`src/hw/tml1_consts.vh`:
```
// offsets, field positions, reset values and timing for the tml1 block
`ifndef TML1_CONSTS_VH
`define TML1_CONSTS_VH

// register byte offsets
`define TML1_OFS_HDR        12'h260
`define TML1_OFS_CAP        12'h264
`define TML1_OFS_CTL        12'h268
`define TML1_OFS_CRW        12'h300
`define TML1_OFS_DLY        12'h304
`define TML1_OFS_SPR2       12'h308
`define TML1_OFS_SPR3       12'h30c
`define TML1_OFS_SPR4       12'h310

// capability header fields
`define TML1_HDR_ID         16'h001f
`define TML1_HDR_VER        4'h1
`define TML1_HDR_NEXT       12'h000

// capability role bits 2:0 and tick field 15:8
`define TML1_CAP_ROLES      3'h7
`define TML1_CAP_TICK_LSB   8
`define TML1_CAP_TICK_MSB   15

// control fields
`define TML1_CTL_EN_BIT     0
`define TML1_CTL_ROOT_BIT   1
`define TML1_CTL_ACC_LSB    8
`define TML1_CTL_ACC_MSB    15

// wait and delay field positions
`define TML1_CRW_MSB        19
`define TML1_DLY_SW_LSB     0
`define TML1_DLY_SW_MSB     15
`define TML1_DLY_HW_LSB     16
`define TML1_DLY_HW_MSB     31

// reset values
`define TML1_CRW_RST        20'h00fff
`define TML1_DLY_SW_RST     16'h01ff
`define TML1_DLY_HW_RST     16'h01ff
`define TML1_SPR2_RST       32'h00000000
`define TML1_SPR3_RST       32'h00000000
`define TML1_SPR4_RST       32'h000fffff

// timing: clock period and field units, all in ns
`define TML1_CLK_NS         5
`define TML1_DLY_UNIT_NS    4
`define TML1_CRW_UNIT_NS    10

// power state codes, one-hot
`define TML1_ST_L0          4'h1
`define TML1_ST_L1          4'h2
`define TML1_ST_REL         4'h4
`define TML1_ST_L11         4'h8

`endif

```
`src/hw/tml1_regs.v`:
```
// time measurement capability and l1 substate timing register bank
// Function
// header bits 15:0 read 001fh
// header version field reads one
// next capability pointer reads zero
// requester, responder, root role bits read one
// local tick period read-only, resets zero
// exchanges take part only while enabled
// root role needs select and enable
// accuracy field stored, affects nothing
// release clock request on L1.1 entry
// line released only when both release
// wait expiry: drive again, back to L1
// wait field in 10 ns units, resets 0fffh
// software entry delay, 4 ns units
// hardware entry delay, 4 ns units
// capability registers only in upstream port
// timers restart on each new entry
`timescale 1ns/10ps
`include "tml1_consts.vh"
module tml1_regs
#(
  parameter [19:0] WAIT_RESET = `TML1_CRW_RST // wait field reset value
)
(
  input  wire        ref_clk,           // core clock, 200 MHz
  input  wire        rst,               // async reset, active high
  input  wire [11:0] reg_addr,          // register byte address
  input  wire [31:0] reg_wdata,         // write data
  input  wire        reg_wr,            // write strobe
  input  wire        reg_rd,            // read strobe
  output reg  [31:0] reg_rdata,         // read data, cycle after strobe
  input  wire        upstream_strap,    // pin: high on the upstream port
  input  wire [7:0]  local_tick_ns,     // local time-source period, ns
  output wire        tm_active,         // time measurement permitted
  output wire        tm_root,           // acting as time root
  input  wire        l1_entry_sw,       // pulse: software-managed L1 entry
  input  wire        l1_entry_hw,       // pulse: ASPM L1 entry
  input  wire        l1_exit,           // pulse: leave L1 for L0
  input  wire        clock_request_n_in, // pin level of the shared line
  output wire        clock_request_n_out, // driven level, always low
  output wire        clock_request_n_oe, // high while pulling the line low
  output wire        in_l1_sub,         // port rests in L1.1
  output wire        wait_expired       // pulse: partner never released
);

  //////////////////////////////////////////////////////////////////////
  // declarations

  reg        strap_s1;                  // strap sync stage one
  reg        strap_s2;                  // strap sync stage two
  reg        clkreq_s1;                 // line sync stage one
  reg        clkreq_s2;                 // line sync stage two

  reg        ctl_en;                    // time measurement enable
  reg        ctl_root;                  // root select
  reg [7:0]  ctl_acc;                   // effective accuracy, storage only
  reg [7:0]  tick_ns;                   // read-only local tick period
  reg [19:0] crw_wait;                  // partner release wait, 10 ns units
  reg [15:0] dly_sw;                    // software entry delay, 4 ns units
  reg [15:0] dly_hw;                    // hardware entry delay, 4 ns units
  reg [31:0] spare2;                    // spare control word
  reg [31:0] spare3;                    // spare control word
  reg [31:0] spare4;                    // spare control word

  reg [3:0]  state;                     // power substate, one-hot
  reg [3:0]  next_state;                // next power substate
  reg        drive;                     // pulling the shared line low
  reg        next_drive;                // next drive value
  reg        use_hw;                    // current L1 came from ASPM
  reg        next_use_hw;               // next entry kind
  reg        dly_load;                  // restart entry delay timer
  reg        wait_load;                 // restart partner wait timer
  reg        dly_stop;                  // abandon entry delay
  reg        wait_stop;                 // abandon partner wait

  wire       is_up;                     // synchronised upstream strap
  wire       line_free;                 // nobody pulls the line low
  wire       dly_done;                  // entry delay expired
  wire       wait_done;                 // partner wait expired
  wire [15:0] dly_sel;                  // delay field for this entry
  wire [23:0] dly_ns;                   // entry delay in ns
  wire [23:0] wait_ns;                  // partner wait in ns
  wire       up_wr;                     // write hits an upstream register

  localparam [23:0] DLY_UNIT = `TML1_DLY_UNIT_NS; // ns per delay count
  localparam [23:0] CRW_UNIT = `TML1_CRW_UNIT_NS; // ns per wait count

  //////////////////////////////////////////////////////////////////////
  // input synchronisers; first stage feeds only the second

  // strap and shared line both come straight from pins
  always @(posedge ref_clk or posedge rst)
  begin
    if (rst)
    begin
      strap_s1  <= 1'b0;
      strap_s2  <= 1'b0;
      clkreq_s1 <= 1'b1;
      clkreq_s2 <= 1'b1;
    end
    else
    begin
      strap_s1  <= upstream_strap;
      strap_s2  <= strap_s1;
      clkreq_s1 <= clock_request_n_in;
      clkreq_s2 <= clkreq_s1;
    end
  end

  assign is_up     = strap_s2;
  // wired-or: high only once our pull and the partner's both stop
  assign line_free = clkreq_s2 && !drive;

  //////////////////////////////////////////////////////////////////////
  // time measurement role outputs

  // downstream ports carry no such structure, so no role either
  assign tm_active = is_up && ctl_en;
  assign tm_root   = is_up && ctl_en && ctl_root;

  //////////////////////////////////////////////////////////////////////
  // register writes

  assign up_wr = reg_wr && is_up;

  // control fields; accuracy is kept but steers nothing
  always @(posedge ref_clk or posedge rst)
  begin
    if (rst)
    begin
      ctl_en   <= 1'b0;
      ctl_root <= 1'b0;
      ctl_acc  <= 8'h00;
      tick_ns  <= 8'h00;
    end
    else
    begin
      tick_ns <= local_tick_ns;
      if (up_wr && reg_addr == `TML1_OFS_CTL)
      begin
        ctl_en   <= reg_wdata[`TML1_CTL_EN_BIT];
        ctl_root <= reg_wdata[`TML1_CTL_ROOT_BIT];
        ctl_acc  <= reg_wdata[`TML1_CTL_ACC_MSB:`TML1_CTL_ACC_LSB];
      end
    end
  end

  // vendor timing and spare words, present on every port
  always @(posedge ref_clk or posedge rst)
  begin
    if (rst)
    begin
      crw_wait <= WAIT_RESET;
      dly_sw   <= `TML1_DLY_SW_RST;
      dly_hw   <= `TML1_DLY_HW_RST;
      spare2   <= `TML1_SPR2_RST;
      spare3   <= `TML1_SPR3_RST;
      spare4   <= `TML1_SPR4_RST;
    end
    else if (reg_wr)
    begin
      case (reg_addr)
        `TML1_OFS_CRW:
          crw_wait <= reg_wdata[`TML1_CRW_MSB:0];
        `TML1_OFS_DLY:
        begin
          dly_sw <= reg_wdata[`TML1_DLY_SW_MSB:`TML1_DLY_SW_LSB];
          dly_hw <= reg_wdata[`TML1_DLY_HW_MSB:`TML1_DLY_HW_LSB];
        end
        `TML1_OFS_SPR2: spare2 <= reg_wdata;
        `TML1_OFS_SPR3: spare3 <= reg_wdata;
        `TML1_OFS_SPR4: spare4 <= reg_wdata;
        default:        spare2 <= spare2; // unmapped writes dropped
      endcase
    end
  end

  //////////////////////////////////////////////////////////////////////
  // register reads; answer lands in the cycle after the strobe

  always @(posedge ref_clk or posedge rst)
  begin
    if (rst)
    begin
      reg_rdata <= 32'h00000000;
    end
    else if (reg_rd)
    begin
      case (reg_addr)
        `TML1_OFS_HDR:
          reg_rdata <= is_up ? {`TML1_HDR_NEXT, `TML1_HDR_VER,
                                `TML1_HDR_ID}
                             : 32'h00000000;
        `TML1_OFS_CAP:
          reg_rdata <= is_up ? {16'h0000, tick_ns, 5'h00,
                                `TML1_CAP_ROLES}
                             : 32'h00000000;
        `TML1_OFS_CTL:
          reg_rdata <= is_up ? {16'h0000, ctl_acc, 6'h00,
                                ctl_root, ctl_en}
                             : 32'h00000000;
        `TML1_OFS_CRW:  reg_rdata <= {12'h000, crw_wait};
        `TML1_OFS_DLY:  reg_rdata <= {dly_hw, dly_sw};
        `TML1_OFS_SPR2: reg_rdata <= spare2;
        `TML1_OFS_SPR3: reg_rdata <= spare3;
        `TML1_OFS_SPR4: reg_rdata <= spare4;
        default:        reg_rdata <= 32'h00000000; // unmapped reads zero
      endcase
    end
    else
    begin
      reg_rdata <= 32'h00000000;        // data stands one cycle only
    end
  end

  //////////////////////////////////////////////////////////////////////
  // timer spans; fields are re-read at each load, not mid-count

  assign dly_sel = next_use_hw ? dly_hw : dly_sw;
  assign dly_ns  = {8'h00, dly_sel} * DLY_UNIT;
  assign wait_ns = crw_wait * CRW_UNIT;
  // 20-bit field times ten can reach 24 bits exactly, no overflow

  // entry delay before L1.1
  tml1_ns_timer #(.W(24)) u_dly_timer
  (
    .ref_clk (ref_clk),
    .rst     (rst),
    .load    (dly_load),
    .stop    (dly_stop),
    .span_ns (dly_ns),
    .done    (dly_done)
  );

  // wait for the partner to let go of the line
  tml1_ns_timer #(.W(24)) u_wait_timer
  (
    .ref_clk (ref_clk),
    .rst     (rst),
    .load    (wait_load),
    .stop    (wait_stop),
    .span_ns (wait_ns),
    .done    (wait_done)
  );

  //////////////////////////////////////////////////////////////////////
  // power substate sequencing

  // next-state logic; outside L0 an exit request outranks every other event
  always @*
  begin
    next_state  = state;
    next_drive  = drive;
    next_use_hw = use_hw;
    dly_load    = 1'b0;
    wait_load   = 1'b0;
    dly_stop    = 1'b0;
    wait_stop   = 1'b0;
    case (state)
      `TML1_ST_L0:
      begin
        next_drive = 1'b1;
        if (l1_entry_sw || l1_entry_hw)
        begin
          next_use_hw = l1_entry_hw && !l1_entry_sw;
          next_state  = `TML1_ST_L1;
          dly_load    = 1'b1;
        end
      end
      `TML1_ST_L1:
      begin
        if (l1_exit)
        begin
          next_state = `TML1_ST_L0;
          dly_stop   = 1'b1;
        end
        else if (dly_done)
        begin
          next_state = `TML1_ST_REL;
          next_drive = 1'b0;
          wait_load  = 1'b1;
        end
      end
      `TML1_ST_REL:
      begin
        if (l1_exit)
        begin
          next_state = `TML1_ST_L0;
          next_drive = 1'b1;
          wait_stop  = 1'b1;
        end
        else if (clkreq_s2)
        begin
          next_state = `TML1_ST_L11;
          wait_stop  = 1'b1;
        end
        else if (wait_done)
        begin
          // partner still holds the line: pull it again, retry later
          next_state = `TML1_ST_L1;
          next_drive = 1'b1;
          dly_load   = 1'b1;
        end
      end
      `TML1_ST_L11:
      begin
        if (l1_exit)
        begin
          next_state = `TML1_ST_L0;
          next_drive = 1'b1;
        end
        else if (!clkreq_s2)
        begin
          // partner woke the clock; fall back to L1 and hold it
          next_state = `TML1_ST_L1;
          next_drive = 1'b1;
          dly_load   = 1'b1;
        end
      end
      default:
      begin
        next_state = `TML1_ST_L0;
        next_drive = 1'b1;
      end
    endcase
  end

  // state flops; line is held low from reset until the entry delay expires in L1
  always @(posedge ref_clk or posedge rst)
  begin
    if (rst)
    begin
      state  <= `TML1_ST_L0;
      drive  <= 1'b1;
      use_hw <= 1'b0;
    end
    else
    begin
      state  <= next_state;
      drive  <= next_drive;
      use_hw <= next_use_hw;
    end
  end

  //////////////////////////////////////////////////////////////////////
  // pin and status outputs

  // open-drain: only ever pull low, never drive high
  assign clock_request_n_out = 1'b0;
  assign clock_request_n_oe  = drive;
  assign in_l1_sub           = state[3] && line_free;
  assign wait_expired        = (state == `TML1_ST_REL) && !l1_exit &&
                               !clkreq_s2 && wait_done;

endmodule

```
`src/hw/tml1_ns_timer.v`:
```
// one-shot down timer that counts a span of nanoseconds in clock steps
`timescale 1ns/10ps
`include "tml1_consts.vh"
module tml1_ns_timer
#(
  parameter W = 24                      // width of the ns budget
)
(
  input  wire         ref_clk,          // core clock
  input  wire         rst,              // async reset, active high
  input  wire         load,             // restart with a new span
  input  wire         stop,             // abandon the running span
  input  wire [W-1:0] span_ns,          // span to time, in ns
  output wire         done              // one-cycle pulse at expiry
);

  localparam [W-1:0] STEP = `TML1_CLK_NS; // ns elapsed per clock

  reg [W-1:0] remain;                   // ns still to run
  reg         running;                  // span in progress

  // expiry when the last partial step is taken; rounds the span up
  // load and stop stay out of done: the sequencer loads only idle
  // timers and ranks a stop above done, and this keeps the path
  // from load through done back into the sequencer loop-free
  assign done = running && (remain <= STEP);

  //////////////////////////////////////////////////////////////////////
  // countdown; a reload always wins so each entry starts afresh
  always @(posedge ref_clk or posedge rst)
  begin
    if (rst)
    begin
      remain  <= {W{1'b0}};
      running <= 1'b0;
    end
    else if (load)
    begin
      remain  <= span_ns;
      running <= 1'b1;
    end
    else if (stop || done)
    begin
      running <= 1'b0;
    end
    else if (running)
    begin
      remain <= remain - STEP;
    end
  end

endmodule

```
`config.mk`:
```
export PLATFORM = sky130hd
export DESIGN_NAME = tml1_regs
export DESIGN_NICKNAME = d
export VERILOG_FILES = /design/src/hw/tml1_regs.v /design/src/hw/tml1_ns_timer.v
export VERILOG_INCLUDE_DIRS = /design/src /design/src/hw
export SDC_FILE = /design/constraint.sdc
export NUM_CORES = 1
export LEC_CHECK = 0
export ABC_AREA = 1
export BUFFER_PORTS_ARGS = -buffer_cell sky130_fd_sc_hd__buf_2
export CORE_ASPECT_RATIO = 0.7
export CORE_MARGIN = 1.5
export CORE_UTILIZATION = 39
export CTS_CLUSTER_DIAMETER = 40
export DETAILED_ROUTE_END_ITERATION = 10
export GPL_TIMING_DRIVEN = 0
export RECOVER_POWER = 100
export SYNTH_ARGS = -nofsm -noshare
export SYNTH_HDL_FRONTEND = slang
export SYNTH_SLANG_ARGS = --single-unit
```
`constraint.sdc`:
```
create_clock -name ref_clk -period 9.66 [get_ports ref_clk]
set_input_delay 1.932 -clock ref_clk [delete_from_list [all_inputs] [get_ports ref_clk]]
set_output_delay 1.932 -clock ref_clk [all_outputs]
set_load 0.03 [all_outputs]
```
==> results of run 1 <==
[through the flow]
stage | util, % | TNS, ns | instance area [sq um] | instances | hold WS (ns)
finish | 46.30 | 0 | 16210 | 2459 | 0.3514
CTS | 47.01 | 0 | 16460 | 2459 | 0.3538
global placement | 43.10 | -500.67 | 15090 | 2388 | 0.3373
floorplan | - | 0 | 14020 | 1820 | 0.3312
global route | 46.30 | 0 | 16210 | 2459 | 0.3553
detailed placement | 43.28 | 0 | 15160 | 2390 | 0.3405
[layout make-up]
type | instances | area, sq um
fillers | 3582 | 18800
flip-flops and latches | 258 | 6524
multi-input cells | 1319 | 6285
clock buffers | 50 | 1047
inverters | 177 | 666.9
well taps | 472 | 590.6
repair buffers | 98 | 488.0
plain buffers | 66 | 352.8
clock inverters | 19 | 259.0
[state kept, by name, summed over array words and instances, names as in the netlist, 4 cells and up]
| signal | cells |
|---|---|
| dly_sw | 16 |
| state | 4 |
| spare2 | 32 |
| tick_ns | 8 |
| reg_rdata | 32 |
| spare4 | 32 |
| dly_hw | 16 |
| u_dly_timer.remain | 24 |
| crw_wait | 20 |
| spare3 | 32 |
| ctl_acc | 8 |
| u_wait_timer.remain | 24 |
[cell families after synthesis]
kind of cell | count (synthesis) | share of synthesized area [%]
other cells | 1 | 0.02674
xor+xnor | 16 | 0.9993
buf+inv | 243 | 7.781
compound gates | 311 | 12.14
flops | 258 | 46.52
simple gates | 950 | 28.82
fa+ha+maj | 41 | 3.712
[cells in the mapped netlist, drive strengths merged (5+ instances only)]
master	instances	area share [%]
nand3	122	4.4
dfrtp	204	36
o21ai	227	8.2
clkbuf	5	0.13
o211ai	12	0.78
nand2	595	16
nor2	178	5.3
nand3b	8	0.43
a21oi	60	2.5
and2	5	0.22
or2	5	0.22
buf	61	2.9
dfstp	54	10
nand4	22	1.1
nor3	14	0.73
inv	176	4.7
xor2	12	0.75
ha	40	3.6
[layer usage]
metal	up-vias	GRT usage, %	part of all wire, %	wire length, um
met5	-	0	0	0
met4	0	6.370	2.2	977
met3	75	4.449	7.1	3107
met2	408	34.51	41	17980
met1	6038	36.60	50	21670
li1	6136	-	-	-
[how the worst min path moves through the flow]
stage	startpoint	to	cells past startpoint
4_1_cts	strap_s1	is_up	0
3_3_place_gp	strap_s1	is_up	0
5_1_grt	strap_s1	is_up	0
3_5_place_dp	strap_s1	is_up	0
2_1_floorplan	strap_s1	is_up	0
6_report	strap_s1	is_up	0
[power by group]
| group | leakage (nW) | internal, mW | switching, mW |
|---|---|---|---|
| logic | 3.90 | 0.273 | 0.592 |
| registers | 3.32 | 1.18 | 0.0955 |
| clock network | 0.627 | 0.906 | 0.528 |
==> flow_summary.json, run 1 <==
{
  "final_common_cell": "nand2_1",
  "skew_ns": 0.02459,
  "worst_pin_slew_ns": 2.930,
  "timing.final.ws_setup_ns": 4.923,
  "crit_fanout": 4,
  "dp_hpwl_mm": 32.28,
  "cts-root-buf": "clkbuf_16",
  "clk_latency_ns": 0.54,
  "clkSinkCount": 258,
  "die-area_sq_um": 37120,
  "insertedDiodeCount": 0,
  "fin_crit_ns": 4.737,
  "drt_wl_total_mm": 43.74,
  "core_area_sq_um": 35020,
  "path_class": "input port to output port",
  "finalSetupViolations": 0,
  "critPathCaptureType": "output port",
  "hold_buffers": 0,
  "grt_pass1_wl_mm": 69.20,
  "irDropWorstVdd_mv": 0.1314,
  "cellLeakagePower_nw": 7.849,
  "yosysSeqAreaShare_pct": 46.52,
  "crit_buf_inv": 3,
  "worstPathCellList": "clkbuf_1 > inv_1 > nand2_1 > nor3_1 > clkbuf_1",
  "final_layout_size_suffix_gt1_share_pct": 12.33,
  "rows": 57,
  "die_h_um": 161.6,
  "routedWlPerCell_um": 17.79,
  "layout.cells.most_common_list": "nand2_1, dfrtp_1, o21ai_0, inv_1, nor2_1",
  "synth.avg_cell_area_sq_um": 7.705,
  "finalPower_mw": 3.575,
  "grt_setup_unrepaired": "no",
  "clockBufferDepth": 3,
  "synth-edff-count": 0,
  "syn_to_final_growth_pct": 15.62,
  "grt_util_all_layers_pct": 24.00,
  "io_buffers": 96,
  "gr-total-overflow": 0,
  "cp_data_required_time_ns": 7.73,
  "ys_warn_count": 0,
  "ant_nets": 0,
  "worst_path_dominant_cell_family": "buffers and inverters",
  "max_cap_viol_count": 1,
  "drtPass1Iterations": 6,
  "synthCells": 1820,
  "gp_congestion": 0.9194,
  "power_density_nw_per_um2": 220.5,
  "grt_pass1_vias": 12120,
  "crit_path_frequent_cell": "clkbuf_1",
  "cp-start-kind": "input port",
  "cts_tree": "yes",
  "fin_nets": 2060,
  "drtIter0Drc": 1179,
  "synth_cell_types": 48,
  "endpoint": "wait_expired",
  "critical_path.max_stage_delay_ns": 0.33,
  "num_io_pins": 99,
  "arrival_ns": 2.81,
  "grt_max_degree": 127,
  "slew_violations": 60,
  "status": "finished, violations left",
  "viasPerCell": 5.147,
  "holdCritPathClass": "flip-flop to flip-flop",
  "synthArstFlopShare_pct": 100.0,
  "startpoint": "l1_exit",
  "htree_num_levels": 2,
  "place_worst_setup_slack_ns": 5.065,
  "r2r-start": "u_wait_timer.remain[1]",
  "syn_area_sq_um": 14020,
  "postCtsSetupBuffers": 0,
  "cpMaxStageDelayCell": "clkbuf_1",
  "timing.fmax_ghz": 0.2111,
  "r2r_slack_ns": 6.67,
  "hold_violations": 0,
  "rr_endpoint": "u_dly_timer.remain[14]",
  "fin_crit_sh_pct": 49.04,
  "ys.flop_type": "dfrtp_1",
  "r2r_cells": 12,
  "syn_nets": 1922,
  "antenna_found_initial": 0,
  "drc": 0,
  "cts_resized": 0,
  "die_width_um": 229.6,
  "cts_buffers": 38,
  "via_count": 12660,
  "clkTransAtPathRegs_ns": 0.06,
  "start_util_pct": 40.04,
  "ys_ff_latch": 258,
  "cp_num_cells": 5,
  "timing.slew.headroom_pct": -96.40,
  "violations": "capacitance limit, slew limit"
}
Power figures use the tool's default switching activity.
==> inputs of run 2 (changes only) <==
Settings changed: ABC_AREA 1 to 0.
Clock period 9.66 ns to 4.08 ns, I/O delays scaled along.
==> run 2 against run 1 <==
Net effect:
- the flow still finishes with violations (capacitance limit, slew limit)
- final cell count shrank 33%
- area after synthesis is 9.7% lower
- combinational power is 66% higher
- sequential cell count did not move
- critical endpoint unchanged
- total power rose by 110%
- largest power group unchanged
- global-route usage decreased by 2.9 points
- hold slack lost 0.0054 ns
- via count fell by 26%
- critical path depth stayed put
==> flow_summary.json, run 2 <==
{
  "status": "finished, violations left",
  "violations": "capacitance limit, slew limit",
  "finalPower_mw": 7.548,
  "grt_max_degree": 43,
  "holdCritPathClass": "flip-flop to flip-flop",
  "rr_endpoint": "u_wait_timer.remain[17]",
  "cpMaxStageDelayCell": "or4_1",
  "rows": 54,
  "antenna_found_initial": 1,
  "path_class": "flip-flop to output port",
  "hold_buffers": 0,
  "r2r_cells": 7,
  "critical_path.max_stage_delay_ns": 0.63,
  "worst_pin_slew_ns": 1.919,
  "place_inst": 1581,
  "cts_buffers": 34,
  "insertedDiodeCount": 0,
  "synth_most_common_cell": "dfrtp_1",
  "skew_ns": 0.01890,
  "placed_area_sq_um": 13840,
  "fin_crit_sh_pct": 93.08,
  "die_h_um": 153.7,
  "io_buffers": 97,
  "r2r-start": "u_dly_timer.remain[8]",
  "cp_data_required_time_ns": 3.26,
  "layout.cells.most_common_list": "dfrtp_1, mux2_2, clkbuf_1, nand2_1, buf_2",
  "cts_tree": "yes",
  "postCtsSetupBuffers": 0,
  "yosysSeqAreaShare_pct": 51.54,
  "power.switching_mw": 2.250,
  "via_count": 9310,
  "viasPerCell": 5.666,
  "synth-edff-count": 0,
  "finalSetupViolations": 0,
  "grt_setup_unrepaired": "no",
  "syn_nets": 1157,
  "grt_util_all_layers_pct": 21.10,
  "ys_warn_count": 0,
  "drtPass1Iterations": 6,
  "cts_resized": 0,
  "final_common_cell": "dfrtp_1",
  "finalInstanceArea_sq_um": 14860,
  "htree_num_levels": 2,
  "timing.fmax_ghz": 0.2633,
  "fin_crit_ns": 3.798,
  "grt_pass1_wl_mm": 54.34,
  "p_comb_share_pct": 19.1,
  "drt_wl_total_mm": 34.57,
  "r2r_slack_ns": 0.60,
  "clockBufferDepth": 3,
  "synth_area_leaders": "dfrtp_1, mux2_2, dfstp_2, ha_1, a222oi_1",
  "drtIter0Drc": 845,
  "internal_power_mw": 5.298,
  "synth_top_area_cell": "dfrtp_1",
  "gp_congestion": 0.8747,
  "syn_area_sq_um": 12660,
  "critPathCaptureType": "output port",
  "hold_violations": 0,
  "irDropWorstVdd_mv": 0.2958,
  "ys_ff_latch": 258,
  "switching_share_pct": 29.81,
  "ys.flop_type": "dfrtp_1",
  "stdcell_count": 1643,
  "clkTransAtPathRegs_ns": 0.06,
  "nFillCells": 2879,
  "synth.avg_cell_area_sq_um": 12.00,
  "ant_nets": 0,
  "power_frac_seq_pct": 40.1,
  "synthArstFlopShare_pct": 100.0,
  "num_io_pins": 99,
  "synthCells": 1055,
  "grt_pass1_vias": 9054,
  "cts-root-buf": "clkbuf_16",
  "core_area_sq_um": 31550,
  "cp-start-kind": "flip-flop",
  "ys_top_cells_by_count": "dfrtp_1, mux2_2, nand2_1, a21oi_1, dfstp_2",
  "drc": 0,
  "place_worst_setup_slack_ns": 0.3613,
  "routedWlPerCell_um": 21.04,
  "startpoint": "u_wait_timer.remain[18]",
  "syn_to_final_growth_pct": 17.38,
  "multi_input_area_sq_um": 5834,
  "timing.final.ws_setup_ns": 0.2824,
  "synth_cell_types": 67,
  "arrival_ns": 2.98,
  "die_width_um": 218.3,
  "seq_area_sq_um": 6524,
  "start_util_pct": 40.12,
  "clkPwrFrac_pct": 40.8,
  "max_cap_viol_count": 1,
  "slew_violations": 36,
  "timing.slew.headroom_pct": -27.92,
  "crit_fanout": 9,
  "synth_top_area_share_pct": 40.33,
  "worstPathCellList": "or4_1 > nor4_4 > nand3_1 > nor2_1 > clkbuf_1",
  "final_layout_size_suffix_gt1_share_pct": 30.50,
  "die-area_sq_um": 33560,
  "dp_hpwl_mm": 25.56,
  "endpoint": "wait_expired",
  "clk_latency_ns": 0.53,
  "gr-total-overflow": 0,
  "cellLeakagePower_nw": 6.676,
  "fin_util_pct": 47.09,
  "fin_nets": 1299,
  "clkSinkCount": 258,
  "power_density_nw_per_um2": 508.0
}
## run 2: critical path: cells and delay by family, from the launching register on
family,cells,cell delay [ns]
AND/OR/NAND/NOR,4,1.72
buffers and inverters,1,0.33
flip-flops,1,0.41
## run 2: how the worst min path moves through the flow
stage,cells past startpoint,slack (ns),endpoint,start
floorplan,0,0.33,is_up,strap_s1
global placement,0,0.33,is_up,strap_s1
detailed placement,0,0.33,is_up,strap_s1
CTS,0,0.35,is_up,strap_s1
global route,0,0.36,clkreq_s2,clkreq_s1
finish,0,0.35,is_up,strap_s1
## run 2: per-layer routing
metal	global-route usage (%)	part of all wire [%]
met4	4.335	1.3
met2	29.25	42
met5	0	0
met1	33.10	50
met3	4.807	7.2
## run 2: cells by family after synthesis
group,count (synthesis),synth area share [%]
AO/OA/AOI/OAI,218,11.71
XOR/XNOR,55,3.805
adder cells (fa/ha/maj),41,4.112
buffers and inverters,62,2.155
flip-flops,258,51.54
multiplexers,181,16.03
other,1,0.02962
AND/OR/NAND/NOR,239,10.62
## run 2: layout make-up
cell class | count | area share [%]
flip-flops and latches | 258 | 43.91
multi-input cells | 735 | 39.27
clock buffers | 48 | 6.779
repair buffers | 106 | 3.756
well taps | 420 | 3.537
plain buffers | 50 | 1.339
clock inverters | 14 | 1.103
inverters | 12 | 0.3116
## run 2: metrics by stage
step / TNS, ns / hold WS, ns
floorplan: -18.67 / 0.3312
global placement: -388.03 / 0.3348
detailed placement: 0 / 0.3347
CTS: 0 / 0.3481
global route: 0 / 0.3638
finish: 0 / 0.3460
## run 2: power by group through the flow
stage / Clock [mW] / Combinational (mW) / Sequential, mW
after floorplan: 0 / 1.11 / 3.01
after global placement: 0 / 1.40 / 3.06
after detailed placement: 0 / 1.45 / 3.06
after CTS: 3.14 / 1.46 / 3.02
after global routing: 3.27 / 1.61 / 3.06
final: 3.08 / 1.44 / 3.03
==> inputs of run 3 (changes only) <==
Settings changed: CELL_PAD_IN_SITES_DETAIL_PLACEMENT set to 0, CELL_PAD_IN_SITES_GLOBAL_PLACEMENT set to 1, PLACE_DENSITY_LB_ADDON set to 0.1.
==> run 3 against run 2 <==
Net effect:
- the flow still finishes with violations (capacitance limit, slew limit)
- global-route usage rose by 1.0 points
- first-iteration DRC count is 19% lower
- combinational power hardly changed
==> flow_summary.json, run 3 (synthesis gave the netlist of run 2 again) <==
{
  "drtPass1Iterations": 6,
  "clk_latency_ns": 0.52,
  "slew_violations": 115,
  "critPathCaptureType": "output port",
  "syn_to_final_growth_pct": 17.46,
  "postCtsSetupBuffers": 0,
  "ant_nets": 0,
  "min-delay-start": "clkreq_s1",
  "place_worst_setup_slack_ns": 0.05932,
  "violations": "capacitance limit, slew limit",
  "grt_max_degree": 41,
  "io_buffers": 97,
  "timing.slew.headroom_pct": -47.28,
  "hold_buffers": 0,
  "startpoint": "u_wait_timer.remain[18]",
  "num_io_pins": 99,
  "rows": 54,
  "timing.final.ws_setup_ns": 0.3566,
  "final_common_cell": "dfrtp_1",
  "insertedDiodeCount": 0,
  "fin_util_pct": 47.12,
  "fin_crit_ns": 3.723,
  "arrival_ns": 2.91,
  "fin_nets": 1299,
  "drc": 0,
  "grt_pass1_wl_mm": 56.08,
  "die_width_um": 218.3,
  "die-area_sq_um": 33560,
  "crit_fanout": 9,
  "cts_tree": "yes",
  "finalSetupViolations": 0,
  "start_util_pct": 40.12,
  "drt_wl_total_mm": 36.14,
  "gr-total-overflow": 0,
  "power_density_nw_per_um2": 517.5,
  "fin_crit_sh_pct": 91.26,
  "irDropWorstVdd_mv": 0.3929,
  "htree_num_levels": 2,
  "final_layout_size_suffix_gt1_share_pct": 30.61,
  "die_h_um": 153.7,
  "cp_data_required_time_ns": 3.26,
  "via_count": 9164,
  "max_cap_viol_count": 3,
  "placed_area_sq_um": 13820,
  "core_area_sq_um": 31550,
  "clkTransAtPathRegs_ns": 0.05,
  "layout.cells.most_common_list": "dfrtp_1, mux2_2, clkbuf_1, nand2_1, buf_2",
  "finalInstanceArea_sq_um": 14870,
  "cts_buffers": 35,
  "routedWlPerCell_um": 22.01,
  "status": "finished, violations left",
  "worst_pin_slew_ns": 2.209,
  "drtIter0Drc": 682,
  "dp_hpwl_mm": 26.38,
  "antenna_found_initial": 1,
  "grt_setup_unrepaired": "no",
  "grt_pass1_vias": 9160,
  "path_class": "flip-flop to output port",
  "viasPerCell": 5.581,
  "skew_ns": 0.01610,
  "timing.fmax_ghz": 0.2686,
  "clockBufferDepth": 3,
  "grt_util_all_layers_pct": 22.14,
  "holdCritPathClass": "flip-flop to flip-flop",
  "clkSinkCount": 258,
  "cellLeakagePower_nw": 6.670,
  "gp_congestion": 0.8148,
  "r2r-start": "u_dly_timer.remain[8]",
  "cts_resized": 0,
  "hold_violations": 0,
  "cts-root-buf": "clkbuf_16",
  "cp-start-kind": "flip-flop"
}
==> run 3: cell types whose count changed in the layout (fill, tap and decap cells not counted), moves of 2 or more <==
cell	delta
clkbuf_2	-3
clkinv_2	-2
mux2_2	+2
inv_6	-2
mux2_1	-2
buf_12	-3
clkinv_4	+3
bufinv_16	+2
==> run 3: final cells by class <==
type	instances	area, sq um
fillers	3000	16680
flip-flops and latches	258	6524
multi-input cells	735	5839
clock buffers	45	985.9
well taps	420	525.5
repair buffers	105	509.2
clock inverters	17	241.5
plain buffers	50	196.4
inverters	12	46.29
==> run 3: final timing paths <==
check,cells after the start,to,slack [ns]
worst min register to register,0,clkreq_s2,0.35
worst max register to register,7,u_wait_timer.remain[20],0.56
max in group asynchronous,6,dly_hw[5],0.71
worst min-delay path,0,clkreq_s2,0.35
worst max-delay path,5,wait_expired,0.36
min in group asynchronous,2,strap_s1,0.39
==> run 3: critical path: stages, from the launching register on <==
cell	delay (ns)
dfrtp_1	0.40
or4_1	0.63
nor4_4	0.60
nand3_1	0.28
nor2_1	0.17
clkbuf_1	0.32
==> run 3: routing by layer <==
layer / up-vias / GRT usage (%) / share of wire [%]
met2: 227 / 30.91 / 42
met3: 36 / 4.313 / 6.0
li1: 4223 / - / -
met5: - / 0 / 0
met4: 0 / 4.631 / 1.3
met1: 4678 / 34.97 / 51
==> run 3: power by group <==
part | internal [mW] | leakage, nW | total, mW | switching (mW)
Combinational | 0.568 | 2.75 | 1.44 | 0.872
Sequential | 2.80 | 3.33 | 3.03 | 0.231
Clock | 2.04 | 0.589 | 3.22 | 1.18
==> run 3: metrics by stage <==
stage | cells | hold slack, ns | power, mW | TNS (ns)
2_1_floorplan | 1055 | 0.3312 | 4.112 | -18.67
3_3_place_gp | 1572 | 0.3341 | 4.502 | -418.40
3_5_place_dp | 1580 | 0.3485 | 4.536 | 0
4_1_cts | 1642 | 0.3171 | 7.796 | 0
5_1_grt | 1642 | 0.3562 | 8.084 | 0
6_report | 1642 | 0.3545 | 7.693 | 0
